==> config.mk <==
export PLATFORM = sky130hd
export DESIGN_NAME = pmbw_bridge_flat
export DESIGN_NICKNAME = d
export VERILOG_FILES = /design/src/rtl/pmbw_pkg.sv /design/src/rtl/pmbw_if.sv /design/src/rtl/pmbw_bridge.sv /design/src/flat_wrapper.sv
export SDC_FILE = /design/constraint.sdc
export NUM_CORES = 1
export LEC_CHECK = 0
export ABC_AREA = 0
export BUFFER_PORTS_ARGS = -buffer_cell sky130_fd_sc_hd__buf_2
export CORE_UTILIZATION = 45
export DETAILED_ROUTE_END_ITERATION = 10
export RECOVER_POWER = 100
export SYNTH_ARGS = -nofsm -noshare
export SYNTH_HDL_FRONTEND = slang
export SYNTH_SLANG_ARGS = --single-unit
==> constraint.sdc <==
create_clock -name core_clk -period 6.3 [get_ports core_clk]
set_input_delay 1.26 -clock core_clk [delete_from_list [all_inputs] [get_ports core_clk]]
set_output_delay 1.26 -clock core_clk [all_outputs]
set_load 0.05 [all_outputs]
==> src/rtl/pmbw_pkg.sv <==
// constants shared by both ends of the local-to-PCI burst write path
// How it works
// - local request seen, assert PCI bus request
// - grant and idle bus, assert local grant
// - request and grant seen, show address loading
// - master drops request after address loading shown
// - then assert frame, drive address and command
// - same cycle, status becomes bus transaction
// - load burst counter during address phase
// - master presents word after ready cycle
// - master holds ready only while data available
// - drop bus request cycle after frame asserted
// - strobe first word capture after ready and grant, later words after ready and trdy
// - after address phase of a burst longer than one word: frame, irdy, no strobe
// - keep irdy asserted while words keep coming
// - irdy and trdy complete phase, count down
// - after accepted phase drive next staged word
// - master drops ready on its final word
// - final phase releases frame, strobe off
// - turnaround releases pins, irdy high, count zero
// - target drops devsel and trdy at turnaround
// - idle after turnaround releases irdy and par
package pmbw_pkg;
  localparam int DATA_W = 32;
  localparam int BE_W = 4;
  localparam int BURST_W = 8;
  localparam int FIFO_DEPTH = 2;
  localparam logic [3:0] ST_CODE_IDLE = 4'h0;
  localparam logic [3:0] ST_CODE_ADDR_LOAD = 4'h1;
  localparam logic [3:0] ST_CODE_BUS_TRANS = 4'h2;
  localparam logic [3:0] ST_CODE_BUS_TERM = 4'h3;
  localparam logic [1:0] TERM_NONE = 2'h0;
  localparam logic [1:0] TERM_NORMAL = 2'h1;
endpackage : pmbw_pkg

==> src/rtl/pmbw_if.sv <==
// interface joining the bridge end with the local master and PCI target end
`timescale 1ns/1ps
`default_nettype none
interface pmbw_if;
  logic local_req_32bit_n;
  logic [pmbw_pkg::DATA_W-1:0] local_ad_in;
  logic [pmbw_pkg::BE_W-1:0] local_cmd_byte_en_in;
  logic [pmbw_pkg::BURST_W-1:0] requested_burst_len;
  logic local_grant_n;
  logic [3:0] local_master_state;
  logic local_master_ready_n;
  logic local_word_taken_n;
  logic [pmbw_pkg::BURST_W-1:0] burst_remaining_count;
  logic [1:0] termination_kind;
  logic req_n;
  logic gnt_n;
  logic frame_n_o;
  logic frame_oe;
  logic irdy_n_o;
  logic irdy_oe;
  logic [pmbw_pkg::DATA_W-1:0] ad_o;
  logic ad_oe;
  logic [pmbw_pkg::BE_W-1:0] cbe_o;
  logic cbe_oe;
  logic par_o;
  logic par_oe;
  logic trdy_n;
  logic devsel_n;
  // resolved bus levels; undriven control lines read high as if pulled up
  logic frame_n;
  logic irdy_n;
  logic [pmbw_pkg::DATA_W-1:0] ad;
  logic [pmbw_pkg::BE_W-1:0] cbe;
  logic par;
  assign frame_n = frame_oe ? frame_n_o : 1'b1;
  assign irdy_n = irdy_oe ? irdy_n_o : 1'b1;
  assign ad = ad_oe ? ad_o : '0;
  assign cbe = cbe_oe ? cbe_o : '0;
  assign par = par_oe ? par_o : 1'b0;
  modport dev (
    input local_req_32bit_n, local_ad_in, local_cmd_byte_en_in, requested_burst_len,
    input local_master_ready_n, gnt_n, trdy_n, devsel_n, frame_n, irdy_n,
    output local_grant_n, local_master_state, local_word_taken_n, burst_remaining_count,
    output termination_kind, req_n, frame_n_o, frame_oe, irdy_n_o, irdy_oe,
    output ad_o, ad_oe, cbe_o, cbe_oe, par_o, par_oe
  );
  modport far (
    output local_req_32bit_n, local_ad_in, local_cmd_byte_en_in, requested_burst_len,
    output local_master_ready_n, gnt_n, trdy_n, devsel_n,
    input local_grant_n, local_master_state, local_word_taken_n, burst_remaining_count,
    input termination_kind, req_n, frame_n, irdy_n, ad, cbe, par
  );
endinterface : pmbw_if
`default_nettype wire

==> src/rtl/pmbw_bridge.sv <==
// bridge end: PCI initiator for 32-bit burst writes from the local master
`timescale 1ns/1ps
`default_nettype none
module pmbw_bridge #(
  parameter int DEPTH = pmbw_pkg::FIFO_DEPTH
) (
  input wire logic core_clk,
  input wire logic rstn,
  pmbw_if.dev bus,
  output logic busy
);
  localparam int DW = pmbw_pkg::DATA_W;
  localparam int BW = pmbw_pkg::BE_W;
  localparam int LW = pmbw_pkg::BURST_W;
  localparam int EW = DW + BW;

  typedef enum logic [2:0] {S_IDLE, S_REQ, S_GRANT, S_LOAD, S_ADDR, S_DATA, S_TURN} pmbw_state_e;
  pmbw_state_e state_r;

  logic req_n_r, grant_n_r, taken_n_r;
  logic [3:0] status_r;
  logic [1:0] term_r;
  logic [LW-1:0] cnt_r, len_r, taken_cnt_r;
  logic frame_n_r, frame_oe_r, irdy_n_r, irdy_oe_r, ad_oe_r, cbe_oe_r, par_r, par_oe_r;
  logic [DW-1:0] ad_r, addr_r;
  logic [BW-1:0] cbe_r, cmd_r;

  // two-entry staging buffer between local capture and the PCI data lines
  logic [EW-1:0] mem_r [DEPTH];
  logic [$clog2(DEPTH)-1:0] wr_ptr_r, rd_ptr_r;
  logic [$clog2(DEPTH+1)-1:0] count_r;
  logic push, pop, fifo_valid, complete, load_slot, last_phase, strobe_nxt, store, deq;
  logic [EW-1:0] head;
  logic [$clog2(DEPTH+1):0] fill;
  logic [LW-1:0] cnt_after;

  assign complete = (state_r == S_DATA) && !irdy_n_r && !bus.trdy_n;
  assign last_phase = complete && (cnt_r == LW'(1));
  assign fifo_valid = (count_r != '0);
  assign push = !taken_n_r;
  assign load_slot = (state_r == S_ADDR) || (state_r == S_DATA && (irdy_n_r || complete) && !last_phase);
  assign pop = load_slot && (fifo_valid || push);
  // an empty buffer hands a captured word straight to the lines, so irdy follows a capture by one cycle
  assign deq = pop && fifo_valid;
  assign store = push && !(pop && !fifo_valid);
  assign head = fifo_valid ? mem_r[rd_ptr_r] : {bus.local_cmd_byte_en_in, bus.local_ad_in};
  assign cnt_after = complete ? cnt_r - LW'(1) : cnt_r;
  assign fill = ($clog2(DEPTH+1)+1)'(count_r) + ($clog2(DEPTH+1)+1)'(push) - ($clog2(DEPTH+1)+1)'(pop);

  // strobes never come back to back: the master refills its word one cycle after a capture
  always_comb begin
    strobe_nxt = 1'b0;
    if (taken_n_r && !bus.local_master_ready_n && (taken_cnt_r + LW'(push) < len_r) &&
        (fill < ($clog2(DEPTH+1)+1)'(DEPTH))) begin
      if (state_r == S_LOAD && !bus.gnt_n)
        strobe_nxt = 1'b1;
      else if (state_r == S_ADDR || state_r == S_DATA)
        strobe_nxt = !bus.trdy_n || (count_r == '0 && irdy_n_r);
    end
  end

  always_ff @(posedge core_clk or negedge rstn) begin
    if (!rstn) begin
      state_r <= S_IDLE;
    end else begin
      case (state_r)
        S_IDLE: if (!bus.local_req_32bit_n) state_r <= S_REQ;
        S_REQ: if (!bus.gnt_n && bus.frame_n && bus.irdy_n) state_r <= S_GRANT;
        S_GRANT: state_r <= bus.local_req_32bit_n ? S_IDLE : S_LOAD;
        S_LOAD: state_r <= bus.gnt_n ? S_REQ : S_ADDR;
        S_ADDR: state_r <= S_DATA;
        S_DATA: if (last_phase) state_r <= S_TURN;
        S_TURN: state_r <= S_IDLE;
        default: state_r <= S_IDLE;
      endcase
    end
  end

  // arbitration handshake on both sides
  always_ff @(posedge core_clk or negedge rstn) begin
    if (!rstn) begin
      req_n_r <= 1'b1;
      grant_n_r <= 1'b1;
    end else begin
      if (state_r == S_IDLE && !bus.local_req_32bit_n)
        req_n_r <= 1'b0;
      else if (state_r == S_ADDR)
        req_n_r <= 1'b1;
      if (state_r == S_REQ && !bus.gnt_n && bus.frame_n && bus.irdy_n)
        grant_n_r <= 1'b0;
      else if (state_r == S_ADDR || state_r == S_IDLE || (state_r == S_LOAD && bus.gnt_n) ||
               (state_r == S_GRANT && bus.local_req_32bit_n))
        grant_n_r <= 1'b1;
    end
  end

  // status, termination, latched request, burst counter
  always_ff @(posedge core_clk or negedge rstn) begin
    if (!rstn) begin
      status_r <= pmbw_pkg::ST_CODE_IDLE;
      term_r <= pmbw_pkg::TERM_NONE;
      addr_r <= '0;
      cmd_r <= '0;
      len_r <= '0;
      cnt_r <= '0;
    end else begin
      case (state_r)
        S_GRANT: if (!bus.local_req_32bit_n && !grant_n_r) begin
          status_r <= pmbw_pkg::ST_CODE_ADDR_LOAD;
          addr_r <= bus.local_ad_in;
          cmd_r <= bus.local_cmd_byte_en_in;
          len_r <= bus.requested_burst_len;
          term_r <= pmbw_pkg::TERM_NONE;
        end
        S_LOAD: if (!bus.gnt_n) begin
          status_r <= pmbw_pkg::ST_CODE_BUS_TRANS;
          cnt_r <= len_r;
        end else begin
          status_r <= pmbw_pkg::ST_CODE_IDLE;
        end
        S_DATA: begin
          cnt_r <= cnt_after;
          if (last_phase) begin
            status_r <= pmbw_pkg::ST_CODE_BUS_TERM;
            term_r <= pmbw_pkg::TERM_NORMAL;
          end
        end
        S_TURN: status_r <= pmbw_pkg::ST_CODE_IDLE;
        default: status_r <= status_r;
      endcase
    end
  end

  // local word capture strobe and count of words taken
  always_ff @(posedge core_clk or negedge rstn) begin
    if (!rstn) begin
      taken_n_r <= 1'b1;
      taken_cnt_r <= '0;
    end else begin
      taken_n_r <= !strobe_nxt;
      if (state_r == S_GRANT)
        taken_cnt_r <= '0;
      else if (push)
        taken_cnt_r <= taken_cnt_r + LW'(1);
    end
  end

  // staging buffer
  always_ff @(posedge core_clk or negedge rstn) begin
    if (!rstn) begin
      wr_ptr_r <= '0;
      rd_ptr_r <= '0;
      count_r <= '0;
      for (int i = 0; i < DEPTH; i++) mem_r[i] <= '0;
    end else begin
      if (store) begin
        mem_r[wr_ptr_r] <= {bus.local_cmd_byte_en_in, bus.local_ad_in};
        wr_ptr_r <= (wr_ptr_r == ($clog2(DEPTH))'(DEPTH-1)) ? '0 : wr_ptr_r + 1'b1;
      end
      if (deq)
        rd_ptr_r <= (rd_ptr_r == ($clog2(DEPTH))'(DEPTH-1)) ? '0 : rd_ptr_r + 1'b1;
      count_r <= count_r + ($clog2(DEPTH+1))'(store) - ($clog2(DEPTH+1))'(deq);
    end
  end

  // PCI pin drivers
  always_ff @(posedge core_clk or negedge rstn) begin
    if (!rstn) begin
      frame_n_r <= 1'b1;
      frame_oe_r <= 1'b0;
      irdy_n_r <= 1'b1;
      irdy_oe_r <= 1'b0;
      ad_r <= '0;
      ad_oe_r <= 1'b0;
      cbe_r <= '0;
      cbe_oe_r <= 1'b0;
    end else begin
      if (state_r == S_LOAD && !bus.gnt_n) begin
        frame_n_r <= 1'b0;
        frame_oe_r <= 1'b1;
        ad_r <= addr_r;
        ad_oe_r <= 1'b1;
        cbe_r <= cmd_r;
        cbe_oe_r <= 1'b1;
      end else if (state_r == S_ADDR || state_r == S_DATA) begin
        irdy_oe_r <= 1'b1;
        if (last_phase) begin
          frame_oe_r <= 1'b0;
          ad_oe_r <= 1'b0;
          cbe_oe_r <= 1'b0;
          irdy_n_r <= 1'b1;
        end else if (pop) begin
          {cbe_r, ad_r} <= head;
          irdy_n_r <= 1'b0;
          if (cnt_after == LW'(1))
            frame_n_r <= 1'b1;
        end else if (load_slot) begin
          irdy_n_r <= 1'b1;
        end
      end else if (state_r == S_TURN) begin
        irdy_oe_r <= 1'b0;
        frame_n_r <= 1'b1;
      end
    end
  end

  // parity trails the lines it covers by one cycle, so it is released one cycle after them
  always_ff @(posedge core_clk or negedge rstn) begin
    if (!rstn) begin
      par_r <= 1'b0;
      par_oe_r <= 1'b0;
    end else begin
      par_r <= ^{ad_r, cbe_r};
      par_oe_r <= ad_oe_r;
    end
  end

  always_ff @(posedge core_clk or negedge rstn) begin
    if (!rstn)
      busy <= 1'b0;
    else
      busy <= (state_r != S_IDLE) || !bus.local_req_32bit_n;
  end

  assign bus.req_n = req_n_r;
  assign bus.local_grant_n = grant_n_r;
  assign bus.local_master_state = status_r;
  assign bus.local_word_taken_n = taken_n_r;
  assign bus.burst_remaining_count = cnt_r;
  assign bus.termination_kind = term_r;
  assign bus.frame_n_o = frame_n_r;
  assign bus.frame_oe = frame_oe_r;
  assign bus.irdy_n_o = irdy_n_r;
  assign bus.irdy_oe = irdy_oe_r;
  assign bus.ad_o = ad_r;
  assign bus.ad_oe = ad_oe_r;
  assign bus.cbe_o = cbe_r;
  assign bus.cbe_oe = cbe_oe_r;
  assign bus.par_o = par_r;
  assign bus.par_oe = par_oe_r;
endmodule : pmbw_bridge
`default_nettype wire

==> src/flat_wrapper.sv <==
// flat-port wrapper written by rule: the top's interface ports become plain ports
module pmbw_bridge_flat 
#(
  parameter int DEPTH = pmbw_pkg::FIFO_DEPTH
)
  (core_clk, rstn, busy, bus_local_req_32bit_n, bus_local_ad_in, bus_local_cmd_byte_en_in, bus_requested_burst_len, bus_local_master_ready_n, bus_gnt_n, bus_trdy_n, bus_devsel_n, bus_local_grant_n, bus_local_master_state, bus_local_word_taken_n, bus_burst_remaining_count, bus_termination_kind, bus_req_n, bus_frame_n_o, bus_frame_oe, bus_irdy_n_o, bus_irdy_oe, bus_ad_o, bus_ad_oe, bus_cbe_o, bus_cbe_oe, bus_par_o, bus_par_oe);
  pmbw_if bus_i ();
  input wire logic core_clk;
  input wire logic rstn;
  output logic busy;
  input wire logic [$bits(bus_i.local_req_32bit_n)-1:0] bus_local_req_32bit_n;
  input wire logic [$bits(bus_i.local_ad_in)-1:0] bus_local_ad_in;
  input wire logic [$bits(bus_i.local_cmd_byte_en_in)-1:0] bus_local_cmd_byte_en_in;
  input wire logic [$bits(bus_i.requested_burst_len)-1:0] bus_requested_burst_len;
  input wire logic [$bits(bus_i.local_master_ready_n)-1:0] bus_local_master_ready_n;
  input wire logic [$bits(bus_i.gnt_n)-1:0] bus_gnt_n;
  input wire logic [$bits(bus_i.trdy_n)-1:0] bus_trdy_n;
  input wire logic [$bits(bus_i.devsel_n)-1:0] bus_devsel_n;
  output wire logic [$bits(bus_i.local_grant_n)-1:0] bus_local_grant_n;
  output wire logic [$bits(bus_i.local_master_state)-1:0] bus_local_master_state;
  output wire logic [$bits(bus_i.local_word_taken_n)-1:0] bus_local_word_taken_n;
  output wire logic [$bits(bus_i.burst_remaining_count)-1:0] bus_burst_remaining_count;
  output wire logic [$bits(bus_i.termination_kind)-1:0] bus_termination_kind;
  output wire logic [$bits(bus_i.req_n)-1:0] bus_req_n;
  output wire logic [$bits(bus_i.frame_n_o)-1:0] bus_frame_n_o;
  output wire logic [$bits(bus_i.frame_oe)-1:0] bus_frame_oe;
  output wire logic [$bits(bus_i.irdy_n_o)-1:0] bus_irdy_n_o;
  output wire logic [$bits(bus_i.irdy_oe)-1:0] bus_irdy_oe;
  output wire logic [$bits(bus_i.ad_o)-1:0] bus_ad_o;
  output wire logic [$bits(bus_i.ad_oe)-1:0] bus_ad_oe;
  output wire logic [$bits(bus_i.cbe_o)-1:0] bus_cbe_o;
  output wire logic [$bits(bus_i.cbe_oe)-1:0] bus_cbe_oe;
  output wire logic [$bits(bus_i.par_o)-1:0] bus_par_o;
  output wire logic [$bits(bus_i.par_oe)-1:0] bus_par_oe;
  assign bus_i.local_req_32bit_n = bus_local_req_32bit_n;
  assign bus_i.local_ad_in = bus_local_ad_in;
  assign bus_i.local_cmd_byte_en_in = bus_local_cmd_byte_en_in;
  assign bus_i.requested_burst_len = bus_requested_burst_len;
  assign bus_i.local_master_ready_n = bus_local_master_ready_n;
  assign bus_i.gnt_n = bus_gnt_n;
  assign bus_i.trdy_n = bus_trdy_n;
  assign bus_i.devsel_n = bus_devsel_n;
  assign bus_local_grant_n = bus_i.local_grant_n;
  assign bus_local_master_state = bus_i.local_master_state;
  assign bus_local_word_taken_n = bus_i.local_word_taken_n;
  assign bus_burst_remaining_count = bus_i.burst_remaining_count;
  assign bus_termination_kind = bus_i.termination_kind;
  assign bus_req_n = bus_i.req_n;
  assign bus_frame_n_o = bus_i.frame_n_o;
  assign bus_frame_oe = bus_i.frame_oe;
  assign bus_irdy_n_o = bus_i.irdy_n_o;
  assign bus_irdy_oe = bus_i.irdy_oe;
  assign bus_ad_o = bus_i.ad_o;
  assign bus_ad_oe = bus_i.ad_oe;
  assign bus_cbe_o = bus_i.cbe_o;
  assign bus_cbe_oe = bus_i.cbe_oe;
  assign bus_par_o = bus_i.par_o;
  assign bus_par_oe = bus_i.par_oe;
  pmbw_bridge #(.DEPTH(DEPTH)) u_core (.core_clk(core_clk), .rstn(rstn), .bus(bus_i), .busy(busy));
endmodule
==> flow_metrics.py, run 1 <==
metrics = {
    "layout": {
        "synthToLayoutAreaGrowth_pct": 11.0,
        "postLayoutCellArea_sq_um": 10400,
        "multiInputGateArea_sq_um": 4120,
        "layout.cells.most_common_list": "sky130_fd_sc_hd__dfrtp_1 (182), sky130_fd_sc_hd__mux2_2 (87), sky130_fd_sc_hd__clkbuf_1 (65), sky130_fd_sc_hd__nor2_1 (60), sky130_fd_sc_hd__nand2_1 (54)",
        "drive_above_1_share_pct": 20.3,
        "final.fill_count": 1936,
        "antenna_cells": 0,
        "register_area_sq_um": 4710,
        "final_common_cell": "sky130_fd_sc_hd__dfrtp_1",
        "design.final.nets": 961,
    },
    "synthesis": {
        "syn_area_sq_um": 9350,
        "synth_warnings": 0,
        "synth_enable_flop_cells": 0,
        "post_synth_num_cell_types": 60,
        "yosysSeqAreaShare_pct": 50.4,
        "netlist_instances": 809,
        "synth_flop_cell": "sky130_fd_sc_hd__dfrtp_1",
        "post_synth.cell_area_avg_sq_um": 11.6,
        "synth.ff_latch_count": 188,
        "synth-async-reset-ratio_pct": 100,
    },
    "clock_tree": {
        "htree_num_levels": 4,
        "root_buffer": "sky130_fd_sc_hd__clkbuf_16",
        "clk_pin_slew_ns": 0.07,
        "clkLatencyLatePin_ns": 0.43,
        "cts_setup_buffers": 0,
        "post_cts_resized": 0,
        "cts.sinks": 188,
        "clk_path_buf_depth": 2,
        "cts_tree": "built",
        "numCtsBuffers": 17,
        "hold_buffers": 0,
    },
    "timing": {
        "timing.max_slew.rel_slack_pct": -86.5,
        "grt_setup_unrepaired": "false",
        "post-route-min-period_ns": 4.42,
        "hold_viol": 0,
        "fin_tns_setup_ns": 0,
        "fin_worst_skew_ns": 0.00950,
        "timing.final.ws_setup_ns": 1.88,
        "layout_worst_path_cycle_share_pct": 70.2,
        "hold_ws_ns": 0.474,
        "timing.fmax_mhz": 226,
        "total_count_of_max_transition_violations_in_the_final_report": 220,
        "worst_pin_slew_ns": 2.80,
        "report.final.setup_viol": 0,
    },
    "grt": {
        "pin_count_of_the_biggest_net_entering_global_routing": 110,
        "grt_antenna_before_repair": 1,
        "global_route.usage.total_pct": 19.8,
        "vias_in_the_first_global_route": 6293,
        "gr-total-overflow": 0,
        "global_route_wire_length_before_repair_microns": 33400,
    },
    "die": {
        "io-pin-count": 113,
        "die_h_microns": 146,
        "design.core.area_sq_um": 20300,
        "dieWidth_microns": 146,
        "design.die.area_sq_um": 21400,
        "core.rowCount": 52,
        "initial_utilization_pct": 46.1,
    },
    "worst_setup_path": {
        "r2r_setup_slack_ns": 1.88,
        "timing.critical_path.to_type": "flop",
        "path_delay_family": "buffers and inverters",
        "cp_cell_sequence": "nor4_1, a31oi_1, o21ai_0, o21ai_0, nor2_4, clkbuf_1, mux2_2",
        "worst-r2r-cell-count": 7,
        "timing.setup.critical_path_class": "flop to flop",
        "r2r_end": "u_core.mem_r[47]",
        "critical_path_arrival_ns": 4.73,
        "cp-endpoint": "u_core.mem_r[47]",
        "crit_path_max_fanout": 36,
        "critical_path_launch_point_type": "flop",
        "worstPathBufferInverterCount": 1,
        "critical_path.startpoint": "u_core.bus.burst_remaining_count[2]",
        "crit_slowest_cell": "sky130_fd_sc_hd__clkbuf_1",
        "timing.critical_path.slowest_cell_delay_ns": 1.76,
        "timing.rr.start": "u_core.bus.burst_remaining_count[2]",
        "cp.required_ns": 6.61,
        "critical_path_depth": 7,
        "cpMostUsedCell": "sky130_fd_sc_hd__o21ai_0",
    },
    "place": {
        "io_buffer_count": 108,
        "place.gp.congestion": 0.806,
        "place_worst_setup_slack_ns": 2.19,
        "dpl.hpwl_microns": 12100,
        "postPlaceCellArea_sq_um": 10000,
    },
    "outcome": {
        "run_status": "finished with violations",
        "violations": "capacitance limit, slew limit",
    },
    "routing": {
        "via_per_inst": 5.32,
        "totalWireLength_microns": 19800,
        "pre_repair_dr_iteration_count": 4,
        "drt_first_iter_violations": 253,
        "route.antenna.remaining_nets": 0,
        "drt_drc_violations_left": 0,
        "drt-wirelength-per-cell_microns": 16.8,
        "route.vias.total": 6261,
    },
    "run": {
        "number_of_max_capacitance_violations_reported": 4,
    },
    "power_and_ir_drop": {
        "power.ir.vdd_worst_mv": 0.227,
        "power_density_nw_per_um2": 560,
        "power_mw": 5.81,
        "power_leakage_nw": 4.70,
    },
    "hold_path": {
        "timing.hold.worst.class": "flop to flop",
    },
}
==> tightest hold or removal path: stages, from the launching register on <==
cell and delay (ns):
sky130_fd_sc_hd__dfrtp_1 0.34, sky130_fd_sc_hd__nand2_1 0.05, sky130_fd_sc_hd__o21ai_0 0.06
==> worst min path at each step <==
stage,endpoint,cells past startpoint,from
after floorplan,u_core.bus.ad_o[0],2,u_core.addr_r[0]
after global placement,u_core.bus.ad_o[11],2,u_core.addr_r[11]
after detailed placement,u_core.bus.ad_o[14],2,u_core.addr_r[14]
after CTS,u_core.bus.ad_o[18],2,u_core.addr_r[18]
after global routing,u_core.bus.ad_o[18],2,u_core.addr_r[18]
final,u_core.bus.ad_o[18],2,u_core.addr_r[18]
==> cell type report <==
cell class	count	area share, %
Multi-Input combinational cell	550	39.6
Inverter	21	0.759
Sequential cell	188	45.4
Clock inverter	15	1.94
Tap cell	270	3.25
Clock buffer	17	4.10
Timing Repair Buffer	116	4.91
==> synthesized netlist by cell type (2+ instances only) <==
cell type / number / area share [%]
sky130_fd_sc_hd__dfrtp_1: 183 / 49
sky130_fd_sc_hd__mux2_4: 30 / 4.8
sky130_fd_sc_hd__xnor2_1: 44 / 4.1
sky130_fd_sc_hd__a21o_1: 4 / 0.32
sky130_fd_sc_hd__nor2b_1: 3 / 0.20
sky130_fd_sc_hd__buf_4: 6 / 0.48
sky130_fd_sc_hd__nand2b_1: 2 / 0.13
sky130_fd_sc_hd__buf_1: 4 / 0.16
sky130_fd_sc_hd__dfstp_2: 5 / 1.4
sky130_fd_sc_hd__o21ai_0: 47 / 2.5
sky130_fd_sc_hd__buf_6: 10 / 1.2
sky130_fd_sc_hd__o221ai_1: 2 / 0.19
sky130_fd_sc_hd__nor3_1: 5 / 0.27
sky130_fd_sc_hd__clkbuf_1: 22 / 0.88
sky130_fd_sc_hd__inv_1: 20 / 0.80
sky130_fd_sc_hd__mux2i_1: 37 / 4.0
sky130_fd_sc_hd__mux2_2: 88 / 11
sky130_fd_sc_hd__a221o_1: 4 / 0.43
sky130_fd_sc_hd__xor2_1: 9 / 0.84
sky130_fd_sc_hd__and2_1: 2 / 0.13
sky130_fd_sc_hd__or3_1: 3 / 0.20
sky130_fd_sc_hd__nor2_1: 60 / 2.4
sky130_fd_sc_hd__a21oi_1: 49 / 2.6
sky130_fd_sc_hd__or2_2: 2 / 0.13
sky130_fd_sc_hd__o21ai_2: 2 / 0.19
sky130_fd_sc_hd__ha_1: 15 / 2.0
sky130_fd_sc_hd__buf_2: 10 / 0.54
sky130_fd_sc_hd__nand4_1: 5 / 0.33
sky130_fd_sc_hd__a211oi_1: 36 / 2.9
sky130_fd_sc_hd__o31ai_1: 2 / 0.16
sky130_fd_sc_hd__nand2_1: 53 / 2.1
sky130_fd_sc_hd__and4_1: 3 / 0.28
sky130_fd_sc_hd__a31oi_1: 4 / 0.27
sky130_fd_sc_hd__nand3_1: 12 / 0.64
==> metrics by stage <==
stage | utilization [%] | cells
2_1_floorplan | - | 811
3_3_place_gp | 49.3 | 1145
3_5_place_dp | 49.3 | 1145
4_1_cts | 52.4 | 1177
5_1_grt | 51.1 | 1177
6_report | 51.1 | 1177
==> metal layers <==
layer / wire, microns / track usage (%)
met1: 9780 / 28.4
met2: 8970 / 30.4
met3: 782 / 4.19
met4: 228 / 5.42
met5: 0 / 0
==> registers in the layout, summed over array words and instances, names as in the netlist, 3 cells and up <==
signal and cells:
u_core.cmd_r 4, u_core.bus.cbe_o 4, u_core.mem_r 72, u_core.state_r 3, u_core.addr_r 32, u_core.bus.ad_o 32
u_core.bus.burst_remaining_count 8, u_core.len_r 8, u_core.taken_cnt_r 8
==> report_power, final <==
| part | leakage, nW | switching [mW] | internal [mW] |
|---|---|---|---|
| Combinational | 1.99 | 1.54 | 0.989 |
| Clock | 0.304 | 0.506 | 0.642 |
| Sequential | 2.41 | 0.394 | 1.74 |
==> cell families after synthesis <==
group                    Yosys count  share of synthesized area [%]
XOR/XNOR                          53                           4.96
multiplexers                     155                           19.4
adder cells (fa/ha/maj)           16                           2.22
buffers and inverters             73                           4.11
other                              1                         0.0401
flip-flops                       188                           50.4
AND/OR/NAND/NOR                  163                           8.32
AO/OA/AOI/OAI                    160                           10.6
(Power assumes the default switching activity.)
==> run 2, diff against run 1 <==
- clock period: 6.3 -> 4.1 ns (I/O delays scaled with it)
==> run 2 against run 1 <==
Net effect:
- the run still ends with capacitance limit, slew limit left
- global-route usage is 0.42 points lower
- total power is 52% higher
- non-clock buffer count is 2 higher
- maximum frequency is 36% higher
- combinational power is 51% higher
- critical path type unchanged
- critical endpoint is now u_core.mem_r[59]
==> flow_metrics.py, run 2 (synthesized netlist as in run 1, its figures left out) <==
metrics = {
    "outcome": {
        "run_status": "finished with violations",
        "violations": "capacitance limit, slew limit",
    },
    "routing": {
        "drt_drc_violations_left": 0,
        "route.layer.met1.wl_microns": 9820,
        "totalWireLength_microns": 19700,
        "routed_met2_length_microns": 9070,
        "route.antenna.remaining_nets": 0,
        "via_per_inst": 5.24,
        "route.vias.total": 6181,
        "drt-wirelength-per-cell_microns": 16.7,
        "top_layer": "met4",
        "dr_wl_met3_microns": 616,
        "drt_first_iter_violations": 355,
        "pre_repair_dr_iteration_count": 4,
    },
    "power_and_ir_drop": {
        "power_density_nw_per_um2": 849,
        "power_mw": 8.83,
        "power_leakage_nw": 4.73,
        "power.ir.vdd_worst_mv": 0.382,
    },
    "worst_setup_path": {
        "crit_path_max_fanout": 17,
        "timing.rr.start": "u_core.bus.burst_remaining_count[2]",
        "cp.required_ns": 4.41,
        "r2r_end": "u_core.mem_r[59]",
        "worstPathBufferInverterCount": 1,
        "timing.critical_path.slowest_cell_delay_ns": 0.56,
        "path_delay_family": "simple AND/OR/NAND/NOR gates",
        "timing.critical_path.to_type": "flop",
        "critical_path_arrival_ns": 3.55,
        "timing.setup.critical_path_class": "flop to flop",
        "worst-r2r-cell-count": 7,
        "r2r_setup_slack_ns": 0.86,
        "crit_slowest_cell": "sky130_fd_sc_hd__nor2_4",
        "cp_cell_sequence": "nor4_1, a31oi_1, o21ai_0, o21ai_2, nor2_4, buf_4, mux2_2",
        "critical_path_launch_point_type": "flop",
    },
    "layout": {
        "finalNonFillerCells": 1179,
        "antenna_cells": 0,
        "layout.core_utilization_pct": 51.3,
        "largest_register_ff_count": 72,
        "postLayoutCellArea_sq_um": 10400,
        "final_common_cell": "sky130_fd_sc_hd__dfrtp_1",
        "drive_above_1_share_pct": 21.2,
        "synthToLayoutAreaGrowth_pct": 11.3,
        "layout.cells.most_common_list": "sky130_fd_sc_hd__dfrtp_1 (182), sky130_fd_sc_hd__mux2_2 (88), sky130_fd_sc_hd__nor2_1 (60), sky130_fd_sc_hd__clkbuf_1 (60), sky130_fd_sc_hd__nand2_1 (53)",
        "design.final.nets": 963,
        "largest-register": "u_core.mem_r",
        "final.fill_count": 1890,
    },
    "clock_tree": {
        "clk_path_buf_depth": 2,
        "numCtsBuffers": 17,
        "clk_pin_slew_ns": 0.07,
        "root_buffer": "sky130_fd_sc_hd__clkbuf_16",
        "post_cts_resized": 0,
        "clkLatencyLatePin_ns": 0.42,
        "hold_buffers": 0,
        "cts_setup_buffers": 0,
        "htree_num_levels": 4,
        "cts.sinks": 188,
        "cts_tree": "built",
    },
    "timing": {
        "post-route-min-period_ns": 3.24,
        "worst_pin_slew_ns": 2.65,
        "fin_tns_setup_ns": 0,
        "timing.max_slew.rel_slack_pct": -76.4,
        "hold_viol": 0,
        "fin_worst_skew_ns": 0.0122,
        "grt_setup_unrepaired": "false",
        "timing.fmax_mhz": 308,
        "report.final.setup_viol": 0,
        "layout_worst_path_cycle_share_pct": 79.1,
        "hold_ws_ns": 0.472,
        "timing.final.ws_setup_ns": 0.858,
        "total_count_of_max_transition_violations_in_the_final_report": 104,
    },
    "place": {
        "dpl.hpwl_microns": 12400,
        "postPlaceCellArea_sq_um": 10000,
        "placed_cells_incl_taps": 1147,
        "place_worst_setup_slack_ns": 1.10,
        "io_buffer_count": 108,
        "place.gp.congestion": 0.792,
    },
    "hold_path": {
        "worst_hold_path.endpoint": "u_core.bus.ad_o[12]",
        "hold_path_depth": 2,
        "timing.hold.worst.class": "flop to flop",
        "worstHoldStart": "u_core.addr_r[12]",
    },
    "run": {
        "number_of_max_capacitance_violations_reported": 1,
    },
    "grt": {
        "global_route_wire_length_before_repair_microns": 32600,
        "grt_antenna_before_repair": 1,
        "vias_in_the_first_global_route": 6173,
        "pin_count_of_the_biggest_net_entering_global_routing": 105,
        "global_route.usage.total_pct": 19.4,
        "gr-total-overflow": 0,
    },
    "die": {
        "die_h_microns": 146,
        "io-pin-count": 113,
        "design.die.area_sq_um": 21400,
        "core.rowCount": 52,
        "design.core.area_sq_um": 20300,
        "dieWidth_microns": 146,
        "initial_utilization_pct": 46.1,
    },
}
## run 2: changes by cell type in the layout (fill, tap and decap cells not counted), moves of 2 or more
| cell | previous run | this run |
|---|---|---|
| sky130_fd_sc_hd__clkbuf_1 | 65 | 60 |
| sky130_fd_sc_hd__clkinvlp_4 | 2 | 4 |
| sky130_fd_sc_hd__buf_4 | 4 | 8 |
| sky130_fd_sc_hd__inv_8 | 5 | 3 |
| sky130_fd_sc_hd__buf_2 | 45 | 48 |
## run 2: where the power goes
part / internal, mW / total [mW] / switching (mW)
logic: 1.52 / 3.81 / 2.29
clock network: 0.931 / 1.67 / 0.739
registers: 2.68 / 3.35 / 0.668
## run 2: how the worst max path moves through the flow
stage / slack, ns / cells after the start / startpoint / end
CTS: 1.15 / 6 / u_core.count_r[1] / u_core.mem_r[59]
global placement: 1.14 / 11 / bus_trdy_n / u_core.bus.local_word_taken_n
floorplan: 0.88 / 12 / u_core.bus.burst_remaining_count[2] / u_core.bus.local_word_taken_n
finish: 0.86 / 7 / u_core.bus.burst_remaining_count[2] / u_core.mem_r[59]
detailed placement: 1.10 / 11 / bus_trdy_n / u_core.bus.local_word_taken_n
global route: 0.56 / 2 / rstn / u_core.bus.termination_kind[0]
## run 2: final cells by class
| class | instances | area [sq um] | area share (%) |
|---|---|---|---|
| flip-flops and latches | 188 | 4710 | 45.3 |
| well taps | 270 | 338 | 3.25 |
| clock inverters | 13 | 155 | 1.49 |
| clock buffers | 19 | 443 | 4.26 |
| repair buffers | 118 | 552 | 5.30 |
| inverters | 21 | 78.8 | 0.758 |
| multi-input cells | 550 | 4130 | 39.7 |
## run 2: tightest hold or removal path: stages, from the launching register on
cell	delay, ns
sky130_fd_sc_hd__dfrtp_1	0.34
sky130_fd_sc_hd__nand2_1	0.05
sky130_fd_sc_hd__o21ai_0	0.06
## run 2: layer usage
metal | global-route usage, % | vias to the layer above
li1 | - | 3043
met2 | 30.8 | 93
met5 | 0 | -
met3 | 3.53 | 9
met1 | 27.1 | 3036
met4 | 5.83 | 0
